### src/logic/itfm_regs.svh
// register offsets, field positions, reset values and function codes
// assumes a 32-bit wishbone word per register, byte addresses
`ifndef ITFM_REGS_SVH
`define ITFM_REGS_SVH

// ----------------------------------------------------------------
// register byte offsets
// ----------------------------------------------------------------
`define ITFM_ADR_FSEL_BASE 8'h00
`define ITFM_ADR_CONTACT   8'h1C
`define ITFM_ADR_NET       8'h20
`define ITFM_ADR_STATUS    8'h24
`define ITFM_ADR_GPFLAG    8'h28

// ----------------------------------------------------------------
// network control field positions
// ----------------------------------------------------------------
`define ITFM_NET_TOOL_EN   0
`define ITFM_NET_TOOL_LVL  1
`define ITFM_NET_TORQ_EN   2
`define ITFM_NET_TORQ_LVL  3

// ----------------------------------------------------------------
// status field positions
// ----------------------------------------------------------------
`define ITFM_ST_FN_LSB      0
`define ITFM_ST_TERM_LSB   16

// ----------------------------------------------------------------
// function codes
// ----------------------------------------------------------------
`define ITFM_FN_NONE       8'h00
`define ITFM_FN_FWD        8'h01
`define ITFM_FN_BWD        8'h02
`define ITFM_FN_STOPMODE   8'h13
`define ITFM_FN_BRAKE      8'h14
`define ITFM_FN_EXTFAULT   8'h15
`define ITFM_FN_OVERHEAT   8'h16
`define ITFM_FN_ALMCLR     8'h18
`define ITFM_FN_TOOL       8'h1B
`define ITFM_FN_GP_FIRST   8'h20
`define ITFM_FN_GP_LAST    8'h2F
`define ITFM_FN_OPSEL_A    8'h30
`define ITFM_FN_OPSEL_D    8'h33
`define ITFM_FN_TORQUE     8'h36

// ----------------------------------------------------------------
// reset values
// ----------------------------------------------------------------
`define ITFM_FSEL0_RST     8'h01
`define ITFM_FSEL1_RST     8'h02
`define ITFM_FSEL2_RST     8'h13
`define ITFM_FSEL3_RST     8'h30
`define ITFM_FSEL4_RST     8'h18
`define ITFM_FSEL5_RST     8'h14
`define ITFM_FSEL6_RST     8'h16
`define ITFM_CONTACT_RST   7'h00
`define ITFM_NET_RST       4'h0

`endif

### src/logic/itfm_pkg.sv
// types shared by the input terminal function mapper
// assumes itfm_regs.svh for all numeric constants
package itfm_pkg;

  // ----------------------------------------------------------------
  // bus carriers
  // ----------------------------------------------------------------
  typedef struct packed {
    logic        cyc;
    logic        stb;
    logic        we;
    logic [7:0]  adr;
    logic [3:0]  sel;
    logic [31:0] dat;
  } itfm_wb_req_t;

  typedef struct packed {
    logic        ack;
    logic [31:0] dat;
  } itfm_wb_rsp_t;

  // ----------------------------------------------------------------
  // configuration and function outputs
  // ----------------------------------------------------------------
  typedef struct packed {
    logic [6:0][7:0] fsel;
    logic [6:0]      contact;
    logic [3:0]      net;
  } itfm_cfg_t;

  typedef struct packed {
    logic [15:0] gp_flags;
    logic [3:0]  op_select;
    logic        torque_cap_permissive;
    logic        tool_unlock_permissive;
    logic        alarm_clear;
    logic        motor_stop_req;
    logic        external_fault;
    logic        brake_release;
    logic        decel_stop_sel;
    logic        backward_run;
    logic        forward_run;
  } itfm_fn_t;

endpackage : itfm_pkg

### src/logic/itfm_mapper.sv
// input terminal function mapper: top level
// assumes seven pins from switches or transistor outputs, settings over
// wishbone from the serial link controller, one clock, sync reset
// How it works
// - each of seven terminals binds one function
// - code zero drives nothing, level ignored
// - code one forward, code two backward
// - code nineteen picks instant or decelerating stop
// - code twenty releases brake while active
// - code twenty-two stops motor when inactive
// - code twenty-four clears present alarm
// - code twenty-seven tool unlock, normally closed
// - codes 32 to 47 give sixteen flags
// - codes 48 to 51 form operation index
// - code fifty-four inactive disables torque limiting
// - selects reset to the listed default codes
// - duplicated function other than a permissive acts when any terminal active, except overheat, which stops only when all are inactive
// - alarm clear fires on active-to-inactive edge
// - unassigned permissives read as always active
// - multiply assigned permissives need all sources active
// - contact bit one inverts terminal, default zero
// - network sources come from serial link writes
`timescale 1ns/1ps
`include "itfm_regs.svh"
module itfm_mapper (
  input  wire logic           clk,
  input  wire logic           sys_rst,
  input  wire logic           terminal_a,
  input  wire logic           terminal_b,
  input  wire logic           terminal_c,
  input  wire logic           terminal_d,
  input  wire logic           terminal_e,
  input  wire logic           terminal_f,
  input  wire logic           terminal_g,
  input  wire itfm_pkg::itfm_wb_req_t wb_req,
  output itfm_pkg::itfm_wb_rsp_t      wb_rsp,
  output itfm_pkg::itfm_fn_t          fn_out
);
  import itfm_pkg::*;

  // ----------------------------------------------------------------
  // pins and configuration
  // ----------------------------------------------------------------
  logic [6:0] term_pin;
  logic [6:0] term_sync;
  logic [6:0] eff;
  itfm_cfg_t  cfg;

  assign term_pin = {terminal_g, terminal_f, terminal_e, terminal_d,
                     terminal_c, terminal_b, terminal_a};

  // metastability settles before any decode sees a level
  itfm_sync #(
    .WIDTH    (7)
  ) u_sync (
    .clk      (clk),
    .sys_rst  (sys_rst),
    .async_in (term_pin),
    .sync_out (term_sync)
  );

  itfm_regfile u_regs (
    .clk        (clk),
    .sys_rst    (sys_rst),
    .wb_req     (wb_req),
    .wb_rsp     (wb_rsp),
    .cfg        (cfg),
    .fn_state   (fn_out),
    .term_level (eff)
  );

  // ----------------------------------------------------------------
  // per-terminal decode
  // ----------------------------------------------------------------
  logic [6:0]  hit_fwd;
  logic [6:0]  hit_bwd;
  logic [6:0]  hit_stop;
  logic [6:0]  hit_brake;
  logic [6:0]  hit_fault;
  logic [6:0]  hit_heat;
  logic [6:0]  hit_alm;
  logic [6:0]  hit_tool;
  logic [6:0]  hit_torq;
  logic [6:0]  hit_gp;
  logic [6:0]  hit_op;
  logic [15:0] gp_vec [7];
  logic [3:0]  op_vec [7];

  for (genvar i = 0; i < 7; i++) begin : g_term
    wire [7:0] code    = cfg.fsel[i];
    wire [7:0] gp_off  = code - `ITFM_FN_GP_FIRST;
    wire [7:0] op_off  = code - `ITFM_FN_OPSEL_A;
    assign eff[i]       = term_sync[i] ^ cfg.contact[i];
    // code zero and unlisted codes match no compare below
    assign hit_fwd[i]   = code == `ITFM_FN_FWD;
    assign hit_bwd[i]   = code == `ITFM_FN_BWD;
    assign hit_stop[i]  = code == `ITFM_FN_STOPMODE;
    assign hit_brake[i] = code == `ITFM_FN_BRAKE;
    assign hit_fault[i] = code == `ITFM_FN_EXTFAULT;
    assign hit_heat[i]  = code == `ITFM_FN_OVERHEAT;
    assign hit_alm[i]   = code == `ITFM_FN_ALMCLR;
    assign hit_tool[i]  = code == `ITFM_FN_TOOL;
    assign hit_torq[i]  = code == `ITFM_FN_TORQUE;
    assign hit_gp[i]    = (code >= `ITFM_FN_GP_FIRST) &&
                          (code <= `ITFM_FN_GP_LAST);
    assign hit_op[i]    = (code >= `ITFM_FN_OPSEL_A) &&
                          (code <= `ITFM_FN_OPSEL_D);
    assign gp_vec[i]    = hit_gp[i] && eff[i] ?
                          16'h0001 << gp_off[3:0] : 16'h0000;
    assign op_vec[i]    = hit_op[i] && eff[i] ?
                          4'h1 << op_off[1:0] : 4'h0;
  end

  // ----------------------------------------------------------------
  // combining across terminals
  // ----------------------------------------------------------------
  logic [15:0] gp_any;
  logic [3:0]  op_any;

  always_comb begin
    gp_any = 16'h0000;
    op_any = 4'h0;
    for (int i = 0; i < 7; i++) begin
      gp_any = gp_any | gp_vec[i];
      op_any = op_any | op_vec[i];
    end
  end

  // duplicates or together; unbound functions fall to zero
  wire fwd_any   = |(hit_fwd & eff);
  wire bwd_any   = |(hit_bwd & eff);
  wire stop_any  = |(hit_stop & eff);
  wire brake_any = |(hit_brake & eff);
  wire fault_any = |(hit_fault & eff);
  wire heat_ok   = |(hit_heat & eff);
  wire heat_req  = |hit_heat & ~heat_ok;
  wire alarm_now = |(hit_alm & eff);

  // permissives and over every source, so none bound means on
  wire tool_net_en  = cfg.net[`ITFM_NET_TOOL_EN];
  wire tool_net_ok  = ~tool_net_en | cfg.net[`ITFM_NET_TOOL_LVL];
  wire torq_net_en  = cfg.net[`ITFM_NET_TORQ_EN];
  wire torq_net_ok  = ~torq_net_en | cfg.net[`ITFM_NET_TORQ_LVL];
  wire tool_dir_ok  = &(eff | ~hit_tool);
  wire torq_dir_ok  = &(eff | ~hit_torq);
  wire tool_all     = tool_dir_ok & tool_net_ok;
  wire torq_all     = torq_dir_ok & torq_net_ok;
  wire tool_bound   = |hit_tool | tool_net_en;
  wire torq_bound   = |hit_torq | torq_net_en;

  // ----------------------------------------------------------------
  // alarm clear edge
  // ----------------------------------------------------------------
  logic alarm_prev;
  // a rising edge never clears, so a held button cannot re-arm
  wire  next_alarm_clear = alarm_prev & ~alarm_now;

  always_ff @(posedge clk) begin
    if (sys_rst) alarm_prev <= 1'b0;
    else         alarm_prev <= alarm_now;
  end

  // ----------------------------------------------------------------
  // registered outputs
  // ----------------------------------------------------------------
  itfm_fn_t next_fn;

  always_comb begin
    next_fn                        = '0;
    next_fn.forward_run            = fwd_any;
    next_fn.backward_run           = bwd_any;
    next_fn.decel_stop_sel         = stop_any;
    next_fn.brake_release          = brake_any;
    next_fn.external_fault         = fault_any;
    next_fn.motor_stop_req         = heat_req;
    next_fn.alarm_clear            = next_alarm_clear;
    next_fn.tool_unlock_permissive = tool_all;
    next_fn.torque_cap_permissive  = torq_all;
    next_fn.op_select              = op_any;
    next_fn.gp_flags               = gp_any;
  end

  // permissives start on: nothing is bound until selects load
  always_ff @(posedge clk) begin
    if (sys_rst) begin
      fn_out                        <= '0;
      fn_out.tool_unlock_permissive <= 1'b1;
      fn_out.torque_cap_permissive  <= 1'b1;
    end else begin
      fn_out <= next_fn;
    end
  end
endmodule : itfm_mapper

### src/logic/itfm_regfile.sv
// wishbone classic slave holding selects, contact types and net bits
// assumes one master, 32-bit words, ack one cycle after the strobe
`timescale 1ns/1ps
`include "itfm_regs.svh"
module itfm_regfile (
  input  wire logic           clk,
  input  wire logic           sys_rst,
  input  wire itfm_pkg::itfm_wb_req_t wb_req,
  output itfm_pkg::itfm_wb_rsp_t      wb_rsp,
  output itfm_pkg::itfm_cfg_t         cfg,
  input  wire itfm_pkg::itfm_fn_t     fn_state,
  input  wire logic [6:0]     term_level
);
  import itfm_pkg::*;

  // ----------------------------------------------------------------
  // decode
  // ----------------------------------------------------------------
  wire        req      = wb_req.cyc & wb_req.stb & ~wb_rsp.ack;
  wire        wr_lo    = req & wb_req.we & wb_req.sel[0];
  wire [2:0]  fsel_idx = wb_req.adr[4:2];
  wire        fsel_hit = (wb_req.adr[7:5] == 3'h0) &&
                         (wb_req.adr[1:0] == 2'h0) &&
                         (wb_req.adr < `ITFM_ADR_CONTACT);
  wire        con_hit  = wb_req.adr == `ITFM_ADR_CONTACT;
  wire        net_hit  = wb_req.adr == `ITFM_ADR_NET;
  wire        st_hit   = wb_req.adr == `ITFM_ADR_STATUS;
  wire        gp_hit   = wb_req.adr == `ITFM_ADR_GPFLAG;
  wire [15:0] fn_bits  = fn_state[15:0];
  wire [31:0] st_word  = {9'h000, term_level, fn_bits};
  // unmapped words still ack and read zero
  wire [31:0] rd_data  =
    fsel_hit ? {24'h000000, cfg.fsel[fsel_idx]} :
    con_hit  ? {25'h0000000, cfg.contact} :
    net_hit  ? {28'h0000000, cfg.net} :
    st_hit   ? st_word :
    gp_hit   ? {16'h0000, fn_state.gp_flags} : 32'h00000000;

  // ----------------------------------------------------------------
  // storage
  // ----------------------------------------------------------------
  always_ff @(posedge clk) begin
    if (sys_rst) begin
      cfg.fsel <= {`ITFM_FSEL6_RST, `ITFM_FSEL5_RST, `ITFM_FSEL4_RST,
                   `ITFM_FSEL3_RST, `ITFM_FSEL2_RST, `ITFM_FSEL1_RST,
                   `ITFM_FSEL0_RST};
      cfg.contact <= `ITFM_CONTACT_RST;
      cfg.net     <= `ITFM_NET_RST;
    end else if (wr_lo) begin
      if (fsel_hit) cfg.fsel[fsel_idx] <= wb_req.dat[7:0];
      if (con_hit) cfg.contact <= wb_req.dat[6:0];
      if (net_hit) cfg.net <= wb_req.dat[3:0];
    end
  end

  always_ff @(posedge clk) begin
    if (sys_rst) begin
      wb_rsp <= '0;
    end else begin
      wb_rsp.ack <= req;
      wb_rsp.dat <= req ? rd_data : 32'h00000000;
    end
  end
endmodule : itfm_regfile

### src/logic/itfm_sync.sv
// two-stage synchroniser for the terminal pins
// assumes asynchronous pin levels and a single clock
`timescale 1ns/1ps
module itfm_sync #(
  parameter int WIDTH = 7
) (
  input  wire logic             clk,
  input  wire logic             sys_rst,
  input  wire logic [WIDTH-1:0] async_in,
  output logic      [WIDTH-1:0] sync_out
);

  logic [WIDTH-1:0] stage1;

  // first stage feeds only the second
  for (genvar g = 0; g < WIDTH; g++) begin : g_bit
    always_ff @(posedge clk) begin
      if (sys_rst) begin
        stage1[g]   <= 1'b0;
        sync_out[g] <= 1'b0;
      end else begin
        stage1[g]   <= async_in[g];
        sync_out[g] <= stage1[g];
      end
    end
  end

endmodule : itfm_sync

### config.mk
export PLATFORM = sky130hd
export DESIGN_NAME = itfm_mapper
export DESIGN_NICKNAME = d
export VERILOG_FILES = /design/src/logic/itfm_pkg.sv /design/src/logic/itfm_mapper.sv /design/src/logic/itfm_regfile.sv /design/src/logic/itfm_sync.sv
export VERILOG_INCLUDE_DIRS = /design/src /design/src/logic
export SDC_FILE = /design/constraint.sdc
export NUM_CORES = 1
export LEC_CHECK = 0
export BUFFER_PORTS_ARGS = -buffer_cell sky130_fd_sc_hd__buf_2
export CAP_MARGIN = 5
export CORE_MARGIN = 2
export CORE_UTILIZATION = 55
export CTS_CLUSTER_SIZE = 20
export DETAILED_ROUTE_END_ITERATION = 10
export PLACE_DENSITY = 0.77
export SLEW_MARGIN = 25
export SYNTH_ARGS = -nofsm -noshare
export SYNTH_HDL_FRONTEND = slang
export SYNTH_HIERARCHICAL = 1
export SYNTH_SLANG_ARGS = --single-unit
### constraint.sdc
create_clock -name clk -period 2.41 [get_ports clk]
set_input_delay 0.3615 -clock clk [delete_from_list [all_inputs] [get_ports clk]]
set_output_delay 0.3615 -clock clk [all_outputs]
set_load 0.01 [all_outputs]
==> impl_metrics.yaml <==
status:
  status: "finished clean"
cells_and_area:
  antenna_cells: 0
  fillers: 1053
  multi_input_area_um2: 4890
  mostFrequentLayoutCell: "dfxtp_1"
  fin_nets: 1100
  register_area_um2: 2700
  drive_gt1_share_pct: 25.0
  instances_no_fill: 1237
  final_cell_mix: "dfxtp_1 (135), buf_4 (92), buf_2 (80), nor2_1 (67)"
  syn_to_final_growth_pct: 22.7
routing:
  drtPass1Iterations: 9
  ant_nets: 0
  vias_per_cell: 6.94
  first_iter_violations: 1385
  wire_per_inst_um: 27.3
  vias: 8584
  drc_errors: 0
  wl_um: 33700
sta:
  final.setup.tns_ps: 0
  hold_viol: 0
  drv_slew: 0
  setup_viol: 0
  max_slew_margin_pct: 42.7
  min_period_ps: 2200
  worst_pin_slew_ps: 852
  fmax_mhz: 455
  fin_skew_ps: 9.76
  finalCritPeriodShare_pct: 91.2
  rsz0062_at_grt: "no"
cts:
  cts_tree: "done"
  cts_setup_buffers: 0
  cts_sinks: 135
  clk_pin_slew_ps: 70
  cts_buffers: 17
  clockRootBuffer: "clkbuf_16"
  cts_repair_resize_count: 0
  hold_buffers: 0
  clockBufferDepth: 2
  clk_latency_ps: 430
  cts_max_level: 4
logic_synthesis:
  yosysSeqAreaShare_pct: 34.4
  yosys_warnings: 6
  synth-adder-area-share_pct: 0
  synth_top_family_by_area: "simple AND/OR/NAND/NOR gates"
  synth.distinct_cells: 79
  async_flop_share_pct: 0
  synth_area_um2: 7870
  synth_edf_count: 0
  synth.avg_cell_area_um2: 8.74
  synth_seq_cells: 135
  synth_flop_cell: "dfxtp_1"
  synth.area.mux_share_pct: 10.4
  synth_compound_area_share_pct: 17.0
  synth-simple-area-share_pct: 32.9
  synth_cells: 900
  synth_xor_area_share_pct: 1.26
min_path:
  worstHoldStart: "terminal_a"
  worstHoldEndpoint: "u_sync/stage1[0]"
  hold_depth: 2
  hold_path.class: "in2reg"
power_and_ir_drop:
  ir_worst_vdd_mv: 0.738
  powerDensity_nw_per_um2: 558
  power.leakage_nw: 3.86
flow_run:
  max_cap_violations: 0
worst_setup_path:
  required_ps: 2710
  path_max_fanout: 8
  r2r_start: "u_regs/cfg[5]"
  crit_arrival_ps: 2500
  crit_type: "reg2reg"
  r2r-end: "fn_out[28]"
  cp-start-kind: "register"
  worstSetupEndpointType: "register"
  ff2ff_setup_slack_ps: 210
  reg2regPathDepth: 5
placement:
  port_buffers: 81
  hpwl_um: 25200
  gp_congestion: 1.12
  place_inst: 1205
global_routing:
  grt_pass1_wl_um: 49600
  grt_antenna_before_repair: 1
  grt_max_degree: 125
  grt_usage_pct: 45.1
  overflow: 0
  grt_pass1_vias: 8065
floorplanning:
  die_y_um: 124
  num_io_pins: 118
  die_width_um: 124
  dieArea_um2: 15300
  rows: 43
  initial_core_util_pct: 56.5
  core-area_um2: 13900
[through the flow]
step	cell area [um^2]	hold slack, ps	setup slack (ps)	util [%]	power [mW]
floorplan	7900	411	301	-	2.49
global placement	9010	413	191	64.7	2.61
detailed placement	9010	424	153	64.7	2.61
CTS	9650	132	271	69.2	5.37
global route	9650	137	109	69.3	5.50
finish	9650	134	212	69.3	5.39
[cells in the mapped netlist, types with 6 or more instances]
cell / count / area share, %
nand4_1: 10 / 0.80
a22o_1: 10 / 1.1
nor2b_1: 34 / 2.7
mux2i_1: 64 / 8.1
buf_4: 11 / 1.0
and2_1: 16 / 1.3
a21oi_1: 34 / 2.2
and3_1: 11 / 0.87
nor2b_2: 11 / 1.2
a22oi_1: 7 / 0.67
nand2_1: 49 / 2.3
a211oi_1: 8 / 0.76
nand3_1: 39 / 2.5
o32ai_1: 7 / 0.78
nor4_1: 23 / 1.8
a32oi_1: 7 / 0.78
a221oi_1: 15 / 1.7
nand3b_1: 18 / 1.7
clkbuf_1: 35 / 1.7
buf_2: 8 / 0.51
a31oi_1: 20 / 1.6
inv_1: 8 / 0.38
nor3_1: 31 / 2.0
nor2_1: 67 / 3.2
dfxtp_1: 135 / 34
nand2b_1: 64 / 5.1
a211o_1: 6 / 0.67
o22ai_1: 19 / 1.5
o21ai_0: 18 / 1.1
mux4_2: 8 / 2.3
[power breakdown]
part	total, mW	switching [mW]	internal, mW
Sequential	2.26	0.00961	2.25
Combinational	0.324	0.205	0.118
Clock	2.81	1.13	1.68
Total	5.39	1.35	4.04
[worst max-delay path by stage]
stage | start | cells past startpoint | slack (ps) | end
floorplan | wb_req[43] | 4 | 300 | u_regs/cfg[19]
global placement | wb_req[43] | 7 | 190 | u_regs/wb_rsp[14]
detailed placement | wb_req[43] | 6 | 150 | u_regs/cfg[25]
CTS | u_regs/cfg[8] | 5 | 270 | fn_out[27]
global route | u_regs/cfg[7] | 5 | 110 | fn_out[21]
finish | u_regs/cfg[5] | 5 | 210 | fn_out[28]
[kinds of logic after synthesis]
family                    count (synthesis)
and+or+nand+nor                         429
AOI/OAI and AO/OA                       189
other                                     1
xor gates and xnor gates                  7
buffers and inverters                    67
DFF                                     135
muxes                                    72
[critical path, stage by stage (launching register included)]
cell and delay (ps):
dfxtp_1 400, xor2_2 420, nand4b_2 410, o32ai_1 410, a221oi_1 80, a21oi_1 340
[registers in the layout, summed over array words and instances (netlist names)]
name,count
alarm_prev,1
fn_out,29
u_regs/cfg,67
u_regs/wb_rsp,24
u_sync/stage1,7
u_sync/sync_out,7
[routing by layer]
metal / vias to the layer above / part of all wire, % / track usage [%]
met1: 3983 / 37 / 57.3
met3: 171 / 14 / 16.0
met5: - / 0 / 0
li1: 3668 / - / -
met4: 0 / 6.7 / 23.2
met2: 762 / 42 / 67.4
[final cells by class]
type,count,area share (%)
well taps,180,2.33
multi-input cells,706,50.7
clock inverters,15,2.15
clock buffers,17,4.41
flip-flops and latches,135,28.0
inverters,8,0.311
repair buffers,176,12.1
Note: power is estimated with default switching activity, not from simulation.
